===== src/flash_host_pkg.sv =====
// constants and types shared by the sector flash host controller
package flash_host_pkg;

    // bus geometry
    localparam int ADDR_W       = 17;
    localparam int DATA_W       = 8;
    localparam int CMD_ADDR_W   = 15;
    localparam int SECTOR_LSB   = 7;
    localparam int SECTOR_BYTES = 128;
    localparam int TOGGLE_BIT   = 6;
    localparam int SYNC_STAGES  = 2;

    // timing, figures as printed
    localparam int CLK_NS    = 20;
    localparam int T_WP_NS   = 200;
    localparam int T_WPH_NS  = 200;
    localparam int T_ACC_NS  = 200;
    localparam int T_OEHP_NS = 150;
    localparam int T_AH_NS   = 100;
    localparam int T_BLC_US  = 150;
    localparam int T_WC_MS   = 20;

    // all times round up except the byte load window, which rounds down
    localparam int WP_CYC   = (T_WP_NS + CLK_NS - 1) / CLK_NS;
    localparam int WPH_CYC  = (T_WPH_NS + CLK_NS - 1) / CLK_NS;
    localparam int ACC_CYC  = (T_ACC_NS + CLK_NS - 1) / CLK_NS;
    localparam int OEHP_CYC = (T_OEHP_NS + CLK_NS - 1) / CLK_NS;
    localparam int AH_CYC   = (T_AH_NS + CLK_NS - 1) / CLK_NS;
    localparam int RD_CYC   = ACC_CYC + SYNC_STAGES + 1;
    localparam int REC_CYC  = (WPH_CYC > OEHP_CYC) ? ((WPH_CYC > AH_CYC) ? WPH_CYC : AH_CYC)
                                                   : ((OEHP_CYC > AH_CYC) ? OEHP_CYC : AH_CYC);
    localparam int BLC_CYC  = (T_BLC_US * 1000) / CLK_NS;
    localparam int WC_CYC   = (T_WC_MS * 1000000 + CLK_NS - 1) / CLK_NS;
    // a byte must be started this many cycles before the load window closes
    localparam int BLC_MARGIN = 64;

    // command sequence words
    localparam logic [CMD_ADDR_W-1:0] UNLOCK_ADDR1 = 15'h5555;
    localparam logic [CMD_ADDR_W-1:0] UNLOCK_ADDR2 = 15'h2aaa;
    localparam logic [DATA_W-1:0]     UNLOCK_DATA1 = 8'haa;
    localparam logic [DATA_W-1:0]     UNLOCK_DATA2 = 8'h55;
    localparam logic [DATA_W-1:0]     CODE_PROGRAM = 8'ha0;
    localparam logic [DATA_W-1:0]     CODE_ID_IN   = 8'h90;
    localparam logic [DATA_W-1:0]     CODE_ID_OUT  = 8'hf0;
    localparam logic [DATA_W-1:0]     CODE_LOCK    = 8'h80;
    localparam logic [DATA_W-1:0]     CODE_LOCK_LO = 8'h40;
    localparam logic [DATA_W-1:0]     CODE_LOCK_HI = 8'h60;
    localparam logic [2:0]            SHORT_SEQ    = 3'h3;
    localparam logic [2:0]            LONG_SEQ     = 3'h6;

    typedef enum logic [2:0] {
        OP_READ      = 3'h0,
        OP_PROGRAM   = 3'h1,
        OP_ID_ENTER  = 3'h2,
        OP_ID_EXIT   = 3'h3,
        OP_LOCK_LOW  = 3'h4,
        OP_LOCK_HIGH = 3'h5
    } op_e;

endpackage


===== src/sector_flash_program_control.sv =====
// host controller that reads, programs sectors and sends commands to a parallel flash
//
// What this block does
// - during sector loads drive the sector number on the sector number lines.
// - load all 128 bytes of the sector, none skipped.
// - start each byte load within the byte load window, else abort.
// - poll until two consecutive toggle status bits match; assume no start value.
// - poll at one fixed address, the sector base.
`timescale 1ns/1ps
module sector_flash_program_control
#(
    parameter int BLC_LIMIT = flash_host_pkg::BLC_CYC - flash_host_pkg::BLC_MARGIN,
    parameter int WC_LIMIT  = flash_host_pkg::WC_CYC
)
(
    // clock and reset
    input  wire logic                                ref_clk,
    input  wire logic                                rstn,
    // command port
    input  wire logic                                cmd_valid,
    output logic                                     cmd_ready,
    input  wire flash_host_pkg::op_e                 cmd_op,
    input  wire logic [flash_host_pkg::ADDR_W-1:0]   cmd_addr,
    // sector byte stream
    input  wire logic                                byte_valid,
    output logic                                     byte_ready,
    input  wire logic [flash_host_pkg::DATA_W-1:0]   byte_data,
    // response
    output logic                                     rsp_valid,
    output logic                                     rsp_error,
    output logic      [flash_host_pkg::DATA_W-1:0]   rsp_data,
    // flash pins
    output logic      [flash_host_pkg::ADDR_W-1:0]   flash_addr,
    output logic                                     flash_ce_n,
    output logic                                     flash_oe_n,
    output logic                                     flash_we_n,
    output logic      [flash_host_pkg::DATA_W-1:0]   flash_dq_out,
    output logic                                     flash_dq_oe_n,
    input  wire logic [flash_host_pkg::DATA_W-1:0]   flash_dq_in
);
    import flash_host_pkg::*;

    localparam int WIN_W     = $clog2(BLC_LIMIT + 1);
    // device only starts programming once its load window has run out
    localparam int POLL_WAIT = BLC_LIMIT + BLC_MARGIN;
    localparam int WC_W      = $clog2(WC_LIMIT + POLL_WAIT + 1);
    localparam logic [7:0] LAST_BYTE = 8'(SECTOR_BYTES - 1);

    if (BLC_LIMIT < 1 || BLC_LIMIT > BLC_CYC || WC_LIMIT < 1) begin : g_chk
        $error("byte load or program timeout out of range");
    end

    typedef enum logic [4:0] {
        S_IDLE = 5'b00001,
        S_READ = 5'b00010,
        S_CMD  = 5'b00100,
        S_LOAD = 5'b01000,
        S_POLL = 5'b10000
    } state_e;

    function automatic logic [2:0] seq_len(input op_e op);
        seq_len = (op == OP_LOCK_LOW || op == OP_LOCK_HIGH) ? LONG_SEQ : SHORT_SEQ;
    endfunction

    function automatic logic [CMD_ADDR_W-1:0] seq_addr(input logic [2:0] i);
        seq_addr = (i == 3'h1 || i == 3'h4) ? UNLOCK_ADDR2 : UNLOCK_ADDR1;
    endfunction

    function automatic logic [DATA_W-1:0] seq_data(input op_e op, input logic [2:0] i);
        unique case (i)
            3'h0, 3'h3: seq_data = UNLOCK_DATA1;
            3'h1, 3'h4: seq_data = UNLOCK_DATA2;
            3'h2:
                unique case (op)
                    OP_PROGRAM:  seq_data = CODE_PROGRAM;
                    OP_ID_ENTER: seq_data = CODE_ID_IN;
                    OP_ID_EXIT:  seq_data = CODE_ID_OUT;
                    default:     seq_data = CODE_LOCK;
                endcase
            default: seq_data = (op == OP_LOCK_HIGH) ? CODE_LOCK_HI : CODE_LOCK_LO;
        endcase
    endfunction

    state_e                 state, next_state;
    op_e                    op, next_op;
    logic [ADDR_W-1:0]      base, next_base;
    logic [2:0]             idx, next_idx;
    logic [7:0]             byte_cnt, next_byte_cnt;
    logic [WIN_W-1:0]       win_cnt, next_win_cnt;
    logic [WC_W-1:0]        wc_cnt, next_wc_cnt;
    logic                   prev_tog, next_prev_tog;
    logic                   have_prev, next_have_prev;
    logic                   inflight, next_inflight;
    logic                   next_rsp_valid, next_rsp_error;
    logic [DATA_W-1:0]      next_rsp_data;

    logic                   bus_go, bus_write, bus_idle, bus_done;
    logic [ADDR_W-1:0]      bus_addr;
    logic [DATA_W-1:0]      bus_wdata, bus_rdata;
    logic                   win_over, wc_over;

    assign cmd_ready  = (state == S_IDLE);
    assign win_over   = (win_cnt >= WIN_W'(BLC_LIMIT));
    assign wc_over    = (wc_cnt >= WC_W'(WC_LIMIT + POLL_WAIT));
    assign byte_ready = (state == S_LOAD) && !inflight && bus_idle && !win_over;

    always_comb
    begin
        next_state     = state;
        next_op        = op;
        next_base      = base;
        next_idx       = idx;
        next_byte_cnt  = byte_cnt;
        next_win_cnt   = win_cnt;
        next_wc_cnt    = wc_cnt;
        next_prev_tog  = prev_tog;
        next_have_prev = have_prev;
        next_inflight  = inflight;
        next_rsp_valid = 1'b0;
        next_rsp_error = 1'b0;
        next_rsp_data  = rsp_data;
        bus_go         = 1'b0;
        bus_write      = 1'b0;
        bus_addr       = base;
        bus_wdata      = '0;
        if (bus_done)
            next_inflight = 1'b0;
        unique case (state)
            S_IDLE:
                if (cmd_valid)
                begin
                    next_op   = cmd_op;
                    next_base = cmd_addr;
                    next_idx  = '0;
                    next_state = (cmd_op == OP_READ) ? S_READ : S_CMD;
                end
            S_READ:
            begin
                bus_go = !inflight && bus_idle;
                if (bus_go)
                    next_inflight = 1'b1;
                if (bus_done)
                begin
                    next_rsp_valid = 1'b1;
                    next_rsp_data  = bus_rdata;
                    next_state     = S_IDLE;
                end
            end
            S_CMD:
            begin
                // unlock words go out for every program, the device relocks after each
                bus_write = 1'b1;
                bus_addr  = {base[ADDR_W-1:CMD_ADDR_W], seq_addr(idx)};
                bus_wdata = seq_data(op, idx);
                bus_go    = !inflight && bus_idle;
                if (bus_go)
                    next_inflight = 1'b1;
                if (bus_done)
                begin
                    next_idx = idx + 3'h1;
                    if (idx == seq_len(op) - 3'h1)
                    begin
                        next_byte_cnt = '0;
                        next_win_cnt  = '0;
                        if (op == OP_PROGRAM)
                            next_state = S_LOAD;
                        else
                        begin
                            next_rsp_valid = 1'b1;
                            next_rsp_data  = '0;
                            next_state     = S_IDLE;
                        end
                    end
                end
            end
            S_LOAD:
            begin
                bus_write = 1'b1;
                bus_addr  = {base[ADDR_W-1:SECTOR_LSB], byte_cnt[SECTOR_LSB-1:0]};
                bus_wdata = byte_data;
                bus_go    = byte_valid && byte_ready;
                if (!win_over)
                    next_win_cnt = win_cnt + 1'b1;
                if (bus_go)
                begin
                    next_inflight = 1'b1;
                    next_win_cnt  = '0;
                end
                if (bus_done)
                begin
                    next_byte_cnt = byte_cnt + 8'h1;
                    if (byte_cnt == LAST_BYTE)
                    begin
                        next_state     = S_POLL;
                        next_wc_cnt    = '0;
                        next_have_prev = 1'b0;
                    end
                end
                else if (!inflight && win_over && !bus_go)
                begin
                    // device has begun programming a partial sector
                    next_rsp_valid = 1'b1;
                    next_rsp_error = 1'b1;
                    next_state     = S_IDLE;
                end
            end
            S_POLL:
            begin
                bus_addr = {base[ADDR_W-1:SECTOR_LSB], {SECTOR_LSB{1'b0}}};
                if (!wc_over)
                    next_wc_cnt = wc_cnt + 1'b1;
                // reads inside the load window would see stable data and end the poll early
                bus_go = !inflight && bus_idle && !wc_over && (wc_cnt >= WC_W'(POLL_WAIT));
                if (bus_go)
                    next_inflight = 1'b1;
                if (bus_done)
                begin
                    next_prev_tog  = bus_rdata[TOGGLE_BIT];
                    next_have_prev = 1'b1;
                    if (have_prev && (bus_rdata[TOGGLE_BIT] == prev_tog))
                    begin
                        next_rsp_valid = 1'b1;
                        next_state     = S_IDLE;
                    end
                end
                else if (!inflight && wc_over)
                begin
                    next_rsp_valid = 1'b1;
                    next_rsp_error = 1'b1;
                    next_state     = S_IDLE;
                end
            end
        endcase
    end

    always_ff @(posedge ref_clk)
    begin
        if (!rstn)
        begin
            state     <= S_IDLE;
            op        <= OP_READ;
            base      <= '0;
            idx       <= '0;
            byte_cnt  <= '0;
            win_cnt   <= '0;
            wc_cnt    <= '0;
            prev_tog  <= 1'b0;
            have_prev <= 1'b0;
            inflight  <= 1'b0;
            rsp_valid <= 1'b0;
            rsp_error <= 1'b0;
            rsp_data  <= '0;
        end
        else
        begin
            state     <= next_state;
            op        <= next_op;
            base      <= next_base;
            idx       <= next_idx;
            byte_cnt  <= next_byte_cnt;
            win_cnt   <= next_win_cnt;
            wc_cnt    <= next_wc_cnt;
            prev_tog  <= next_prev_tog;
            have_prev <= next_have_prev;
            inflight  <= next_inflight;
            rsp_valid <= next_rsp_valid;
            rsp_error <= next_rsp_error;
            rsp_data  <= next_rsp_data;
        end
    end

    flash_bus_cycle u_bus
    (
        .ref_clk       (ref_clk),
        .rstn          (rstn),
        .start         (bus_go),
        .is_write      (bus_write),
        .addr          (bus_addr),
        .wdata         (bus_wdata),
        .idle          (bus_idle),
        .done          (bus_done),
        .rdata         (bus_rdata),
        .flash_addr    (flash_addr),
        .flash_ce_n    (flash_ce_n),
        .flash_oe_n    (flash_oe_n),
        .flash_we_n    (flash_we_n),
        .flash_dq_out  (flash_dq_out),
        .flash_dq_oe_n (flash_dq_oe_n),
        .flash_dq_in   (flash_dq_in)
    );
endmodule


===== src/flash_bus_cycle.sv =====
// one timed read or write strobe cycle on the flash pins
`timescale 1ns/1ps
module flash_bus_cycle
(
    // clock and reset
    input  wire logic                                ref_clk,
    input  wire logic                                rstn,
    // request
    input  wire logic                                start,
    input  wire logic                                is_write,
    input  wire logic [flash_host_pkg::ADDR_W-1:0]   addr,
    input  wire logic [flash_host_pkg::DATA_W-1:0]   wdata,
    output logic                                     idle,
    output logic                                     done,
    output logic      [flash_host_pkg::DATA_W-1:0]   rdata,
    // flash pins
    output logic      [flash_host_pkg::ADDR_W-1:0]   flash_addr,
    output logic                                     flash_ce_n,
    output logic                                     flash_oe_n,
    output logic                                     flash_we_n,
    output logic      [flash_host_pkg::DATA_W-1:0]   flash_dq_out,
    output logic                                     flash_dq_oe_n,
    input  wire logic [flash_host_pkg::DATA_W-1:0]   flash_dq_in
);
    import flash_host_pkg::*;

    typedef enum logic [3:0] {
        B_IDLE    = 4'b0001,
        B_SETUP   = 4'b0010,
        B_STROBE  = 4'b0100,
        B_RECOVER = 4'b1000
    } bus_state_e;

    localparam int CNT_W = 5;

    if (RD_CYC >= (1 << CNT_W) || REC_CYC >= (1 << CNT_W)) begin : g_chk
        $error("strobe counts exceed counter width");
    end

    bus_state_e              state, next_state;
    logic [CNT_W-1:0]        cnt, next_cnt;
    logic                    wr, next_wr;
    logic [ADDR_W-1:0]       next_addr;
    logic [DATA_W-1:0]       next_dq_out, next_rdata;
    logic [DATA_W-1:0]       dq_meta, dq_sync;

    always_comb
    begin
        next_state  = state;
        next_cnt    = cnt;
        next_wr     = wr;
        next_addr   = flash_addr;
        next_dq_out = flash_dq_out;
        next_rdata  = rdata;
        unique case (state)
            B_IDLE:
                if (start)
                begin
                    next_state  = B_SETUP;
                    next_wr     = is_write;
                    next_addr   = addr;
                    next_dq_out = wdata;
                end
            B_SETUP:
            begin
                next_state = B_STROBE;
                next_cnt   = wr ? CNT_W'(WP_CYC - 1) : CNT_W'(RD_CYC - 1);
            end
            B_STROBE:
                if (cnt == '0)
                begin
                    next_state = B_RECOVER;
                    next_cnt   = CNT_W'(REC_CYC - 1);
                    if (!wr)
                        next_rdata = dq_sync;
                end
                else
                    next_cnt = cnt - 1'b1;
            B_RECOVER:
                if (cnt == '0)
                    next_state = B_IDLE;
                else
                    next_cnt = cnt - 1'b1;
        endcase
    end

    always_ff @(posedge ref_clk)
    begin
        if (!rstn)
        begin
            state        <= B_IDLE;
            cnt          <= '0;
            wr           <= 1'b0;
            flash_addr   <= '0;
            flash_dq_out <= '0;
            rdata        <= '0;
            dq_meta      <= '0;
            dq_sync      <= '0;
        end
        else
        begin
            state        <= next_state;
            cnt          <= next_cnt;
            wr           <= next_wr;
            flash_addr   <= next_addr;
            flash_dq_out <= next_dq_out;
            rdata        <= next_rdata;
            dq_meta      <= flash_dq_in;
            dq_sync      <= dq_meta;
        end
    end

    // output gate held high on writes, data driven only on writes
    assign idle          = (state == B_IDLE);
    assign done          = (state == B_RECOVER) && (cnt == '0);
    assign flash_ce_n    = !((state == B_SETUP) || (state == B_STROBE));
    assign flash_we_n    = !((state == B_STROBE) && wr);
    assign flash_oe_n    = !((state == B_STROBE) && !wr);
    assign flash_dq_oe_n = !(wr && (state != B_IDLE));
endmodule


===== config.mk =====
export PLATFORM = sky130hd
export DESIGN_NAME = sector_flash_program_control
export DESIGN_NICKNAME = d
export VERILOG_FILES = /design/src/flash_host_pkg.sv /design/src/sector_flash_program_control.sv /design/src/flash_bus_cycle.sv
export SDC_FILE = /design/constraint.sdc
export NUM_CORES = 1
export LEC_CHECK = 0
export ABC_AREA = 1
export BUFFER_PORTS_ARGS = -buffer_cell sky130_fd_sc_hd__buf_4
export CAP_MARGIN = 20
export CORE_UTILIZATION = 59
export DETAILED_ROUTE_END_ITERATION = 12
export PLACE_DENSITY = 0.84
export SLEW_MARGIN = 40
export SYNTH_ARGS = -nofsm -noshare
export SYNTH_HDL_FRONTEND = slang
export SYNTH_HIERARCHICAL = 1
export SYNTH_SLANG_ARGS = --single-unit

===== constraint.sdc =====
create_clock -name ref_clk -period 2.9 [get_ports ref_clk]
set_input_delay 0.145 -clock ref_clk [delete_from_list [all_inputs] [get_ports ref_clk]]
set_output_delay 0.145 -clock ref_clk [all_outputs]
set_load 0.1 [all_outputs]

; ---- Yosys cells after proc, flatten, opt, wreduce, memory -nomap -nowiden
; Cells that the tools add are included.
[op_classes]
bitwise = 1
n_mux = 72
n_addsub = 6
n_reduce_logical = 52
n_eq_ne = 40
magnitude_cmp = 3
[ops]
columns = cell, count
row1 = 2-to-1 mux 20 bit, 3
row2 = 2-to-1 mux 5 bit, 12
row3 = 2-to-1 mux 8 bit, 7
row4 = 2-to-1 mux 13 bit, 4
row5 = one-hot mux 8 bit (2 select lines), 3
row6 = one-hot mux 15 bit (3 select lines), 1
row7 = one-hot mux 20 bit (2 select lines), 1
row8 = one-hot mux 13 bit (2 select lines), 1
row9 = one-hot mux 5 bit (5 select lines), 1
row10 = one-hot mux 8 bit (3 select lines), 1
row11 = one-hot mux 7 bit (3 select lines), 1
row12 = "adder 20 x 1 -> 20 bit, second input constant", 1
row13 = "greater-or-equal comparator 20 x 13 -> 1 bit, second input constant", 1
row14 = "greater-or-equal comparator 20 bit, second input constant", 1
row15 = "!= test 2 bit, second input constant", 10
row16 = 2-to-1 mux 1 bit, 18
row17 = 2-to-1 mux 4 bit, 4
row18 = one-hot mux 4 bit (4 select lines), 1
row19 = AND reduction 4 bit, 4
row20 = logical AND 1 bit, 15
row21 = 2-to-1 mux 15 bit, 1
row22 = 2-to-1 mux 3 bit, 5
row23 = one-hot mux 5 bit (3 select lines), 1
row24 = "adder 13 x 1 -> 13 bit, second input constant", 1
row25 = other kinds (41), 76
[word_totals]
ff_bits = 141
elab_cells = 195
inputBits = 40
output_inout_bits = 41

; ---- Depth between registers and ports, before layout
[depth]
ltp_word = 10
depth_mapped = 17
ltp_nobuf = 16

; ---- Cells and area by module
; Netlist, hierarchy kept.
[modules_own_cells]
columns = mod, seq_area_each_um2, area_each_um2, n_inst, cells_per_inst
row1 = sector_flash_program_control, 1641.6, 4911.0, 1, 751
row2 = flash_bus_cycle, 1181.1, 2306.0, 1, 293

; ---- Worst setup path before layout
; OpenSTA, ideal clock, no wires.
[synth_path]
kind = register -> output
startpoint = register u_bus.state[2]
endpoint = output byte_ready
setup_slack_ns = -0.469
arrival_ns = 3.224
required_time_ns = 2.755
n_path_buf = 1
stages_incl_launch_ff = 8
path_cell_list = dfxtp_1 > nor2_2 > nand2_4 > inv_8 > buf_8 > nand2_1 > nor2_2 > a21boi_0
[synth_via]
elab_chain_len = 3
[synth_rtl]
columns = item, line
row1 = start: declaration, flash_bus_cycle.sv:40  ; bus_state_e state, next_state;
row2 = start signal: assignment, flash_bus_cycle.sv:102  ; state <= next_state;
row3 = equality test 4 x 1 -> 1 bit, flash_bus_cycle.sv:114  ; assign idle = (state == B_IDLE);
row4 = via bus_idle, sector_flash_program_control.sv:97  ; logic bus_go, bus_write, bus_idle, bus_done;
row5 = logical AND 1 bit (2 in a row), sector_flash_program_control.sv:105  ; assign byte_ready = (state == S_LOAD) && !inflight && bus_idle && !win_over;
row6 = end: declaration, sector_flash_program_control.sv:26  ; output logic byte_ready,
; The timed path passes the listed nets, and every way through them passes these cells.

; ---- Worst setup path after layout
[layout_path]
startpoint = register u_bus.cnt[0]
endpoint = register wc_cnt[0]
[layout_via]
elab_chain_len = 4
[layout_rtl]
columns = item, line
row1 = start: declaration, flash_bus_cycle.sv:41  ; logic [CNT_W-1:0] cnt, next_cnt;
row2 = start signal: assignment, flash_bus_cycle.sv:103  ; cnt <= next_cnt;
row3 = logical NOT 5 bit, flash_bus_cycle.sv:115  ; assign done = (state == B_RECOVER) && (cnt == '0);
row4 = logical AND 1 bit, flash_bus_cycle.sv:115
row5 = via bus_done, sector_flash_program_control.sv:97
row6 = != test 2 bit (no line), --
row7 = AND reduction 4 bit (no line), --
row8 = end signal: assignment, sector_flash_program_control.sv:262  ; wc_cnt <= next_wc_cnt;
row9 = end: declaration, sector_flash_program_control.sv:90  ; logic [WC_W-1:0] wc_cnt, next_wc_cnt;
; The timed path passes the listed nets, and every way through them passes these cells.
; A chain may end at the register's enable or synchronous reset.

==> summary.md <==
| Metric | Value |
|---|---|
| First-pass GRT wire length | between 20000 and 30000 um |
| Sequential element share of the synthesized area | slightly below 40% |
| P_sw | 2.46 mW |
| # DRC | 0 |
| Via count | about 7000 |
| # hold bufs at CTS | 24 |
| CP Launch Type | register |
| Synth Area in Simple Gates | between 30% and 40% |
| Clock share of power | approximately a third |
| Min Tclk post-route | ~2.4 ns |
| EDFF count, synth | 0 |
| Syn Inst Count | 1044 |
| Setup TNS | 0 ns |
| Setup repair after global routing missed its margin | no |
| Critical Path Sink Type | register |
| Share of cells above drive strength 1 | approximately 15% |
| Largest net degree at the start of global routing | 40 |
| Crit Path Class | register to register |
| Synth Warn # | 6 |
| Mapped cell area | slightly above 7000 um^2 |
| Adder-cell share of the synthesized area | under 10% |
| Post-DRT Antenna Nets | 0 |
| Synth top area cells | dfxtp_1 (39%), nand2_1 (13%), nor2_1 (7.3%) |
| Worst min-delay path class | primary input to register |
| Yosys top cell by area | dfxtp_1 |
| Switch share | roughly 38% |
| Post-synthesis async set-or-reset flop share | 0% |
| Combinational Power Share | about 31% |
| Max frequency | between 400 and 500 MHz |
| Die span in y | ~110 um |
| Worst skew pair latency | between 0.4 and 0.5 ns |
| 1st-iter DRT viols | between 400 and 500 |
| Drt first pass iters | 5 |
| GRT Residual Overflow | 0 |
| Met3 wire length | 1050 um |
| Final Max Tran Viols | 0 |
| Max-slew headroom | about half |
| Antenna Cells | 0 |
| Clk slew on worst S/H paths | roughly 0.060 ns |
| Initial antenna violation count | 0 |
| # Max-Cap Violations | 0 |
| Cell Pwr Density | around 750 nW/um^2 |
| Final setup viols | 0 |
| Die W | 113 um |
| Port bufs | 80 |
| Num CTS Buffers | 17 |
| Placement Cell Area | 7850 um^2 |
| Routed length on met2 | around 8500 um |
| Lkg Pwr | 3.70 nW |
| Placed cells | between 1000 and 1500 |
| CTS Root Cell | clkbuf_16 |
| Synth cell types | between 40 and 50 |
| FP Rows | 40 |
| Seq pwr share | between 30% and 40% |
| Synth Register Bits | ~140 |
| Hold Fails Final Rpt | 0 |
| GRT Total Usage | 29.6% |
| Commonest cells after routing, fill and taps aside | nand2_1 (254), nor2_1 (141), dfxtp_1 (141), inv_1 (108), nand3_1 (92) |
| Die area | 12700 um^2 |
| CTS tree | yes |
| Finished Cell Area | 8700 um^2 |
| Final GP Congestion | 0.914 |
| Critical Path RT | 3.26 ns |
| Post-route clock skew | ~0.011 ns |
| Post-synthesis mux area share | 0% |
| Hpwl dp | between 10000 and 15000 um |
| Drt via density | around 5.4 |
| P_int | 4.09 mW |
| Setup Buffers After CTS | 0 |
| Xor-xnor portion of the synthesized cell area | between 2 and 2.5% |
| Most common cell after layout, fill and taps aside | nand2_1 |
| Worst EP arrival | roughly 2.8 ns |
| Final Instance Count excl. Fillers | 1298 |
| WL met1 | 8140 um |
| DR top layer | met4 |
| Max H-tree Level | 4 |
| Share of the synthesized area in the top cell type | between 30% and 40% |
| Max clock buf depth | 2 |
| Routed WL | 18100 um |
| Worst Tran Pin Value | 0.738 ns |
| Final Power | 6.55 mW |
| Nets@finish | 1189 |
| Synthesized net count | ~1100 |
| Primary FF master, synth | dfxtp_1 |
| CORE AREA | roughly 12000 um^2 |
| Number of global-route vias before repair | approximately 6400 |
| Mean Syn Cell Area | roughly 7 um^2 |
| Compound-Gate Fraction of Synth Area | between 10 and 15% |
| Crit path max fanout | 22 |
| Max rail drop VDD | 537 uV |
| CTS Sinks | 141 |
| Post-CTS Resized | 0 |
| Final period util | between 80% and 90% |
| Outcome | completed |
| Routed len/inst | roughly 14 um |
| Io pins | 81 |
| Combinational family with the most area after synthesis | simple AND/OR/NAND/NOR gates |
| Area grow syn2layout | 20.5% |
| Initial Utilization | about three fifths |
| Fill cells | ~900 |
| Fin util | roughly 73% |
## cells by family after synthesis
family	count (synthesis)
AO/OA/AOI/OAI	152
buffers and inverters	161
XOR/XNOR	18
adder cells (fa/ha/maj)	11
flip-flops	141
AND/OR/NAND/NOR	561
## Yosys cell counts, drive strengths merged (8+ instances only)
cell type / number
a21oi: 81
buf: 17
clkbuf: 21
dfxtp: 141
ha: 11
inv: 120
nand2: 268
nand3: 101
nand4: 19
nor2: 154
nor3: 14
o211ai: 8
o21ai: 51
xor2: 11
## critical path, cell delays in order, from the launching register on
cell      delay, ns
dfxtp_1        0.31
inv_1          0.13
ha_1           0.30
nand3_4        0.14
clkinv_2       0.11
nand2_2        0.08
inv_1          0.08
inv_1          0.13
nand2_1        0.15
nand2_1        0.08
inv_2          0.08
nand3_4        0.24
inv_4          0.27
nand3_1        0.10
a21oi_1        0.15
## cell type report
| class | instances | area [um^2] | share of cell area, % |
|---|---|---|---|
| Multi-Input combinational cell | 742 | 3680 | 42.4 |
| Sequential cell | 141 | 2820 | 32.5 |
| Timing Repair Buffer | 113 | 921 | 10.6 |
| Inverter | 123 | 478 | 5.50 |
| Clock buffer | 20 | 447 | 5.14 |
| Tap cell | 147 | 184 | 2.11 |
| Clock inverter | 12 | 161 | 1.86 |
## power by group through the flow
stage	combinational, mW	sequential, mW	clock [mW]
2_1_floorplan	1.51	2.42	0
3_5_place_dp	1.96	2.31	0
5_1_grt	2.23	2.29	2.35
6_report	2.03	2.28	2.25
3_3_place_gp	1.92	2.30	0
4_1_cts	2.00	2.27	2.25
## stage by stage
step	worst slack, ns	hold WS, ns
floorplan	0.261	0.238
global placement	0.639	0.325
detailed placement	0.542	0.331
CTS	0.499	0.00791
global route	0.204	0.0429
finish	0.490	0.0159
## registers in the layout (all words and copies together), names as in the netlist, 3 cells and up
register	count
u_bus/cnt	5
u_bus/flash_addr	17
win_cnt	13
idx	3
rsp_data	8
u_bus/flash_dq_out	8
u_bus/rdata	8
u_bus/state	4
byte_cnt	8
wc_cnt	20
op	3
base	17
u_bus/dq_meta	8
state	5
u_bus/dq_sync	8
## path summary, 6_finish.rpt
| check | start | end | depth (start not counted) | slack (ns) |
|---|---|---|---|---|
| setup / recovery | u_bus/cnt[0]$_SDFFE_PN0P_ | wc_cnt[0]$_SDFFE_PN0P_ | 14 | 0.49 |
| hold / removal | cmd_addr[9] | base[9]$_SDFFE_PN0P_ | 3 | 0.02 |
| setup reg to reg | u_bus/cnt[0]$_SDFFE_PN0P_ | wc_cnt[0]$_SDFFE_PN0P_ | 14 | 0.49 |
| hold reg to reg | u_bus/dq_meta[3]$_SDFF_PN0_ | u_bus/dq_sync[3]$_SDFF_PN0_ | 2 | 0.41 |
## metal layers
| layer | vias to the layer above | GRT usage (%) |
|---|---|---|
| li1 | 3533 | - |
| met1 | 3203 | 37.9 |
| met2 | 209 | 47.8 |
| met3 | 37 | 7.88 |
| met4 | 0 | 11.3 |
| met5 | - | 0 |
No activity file was read; power rests on OpenSTA's default activity.
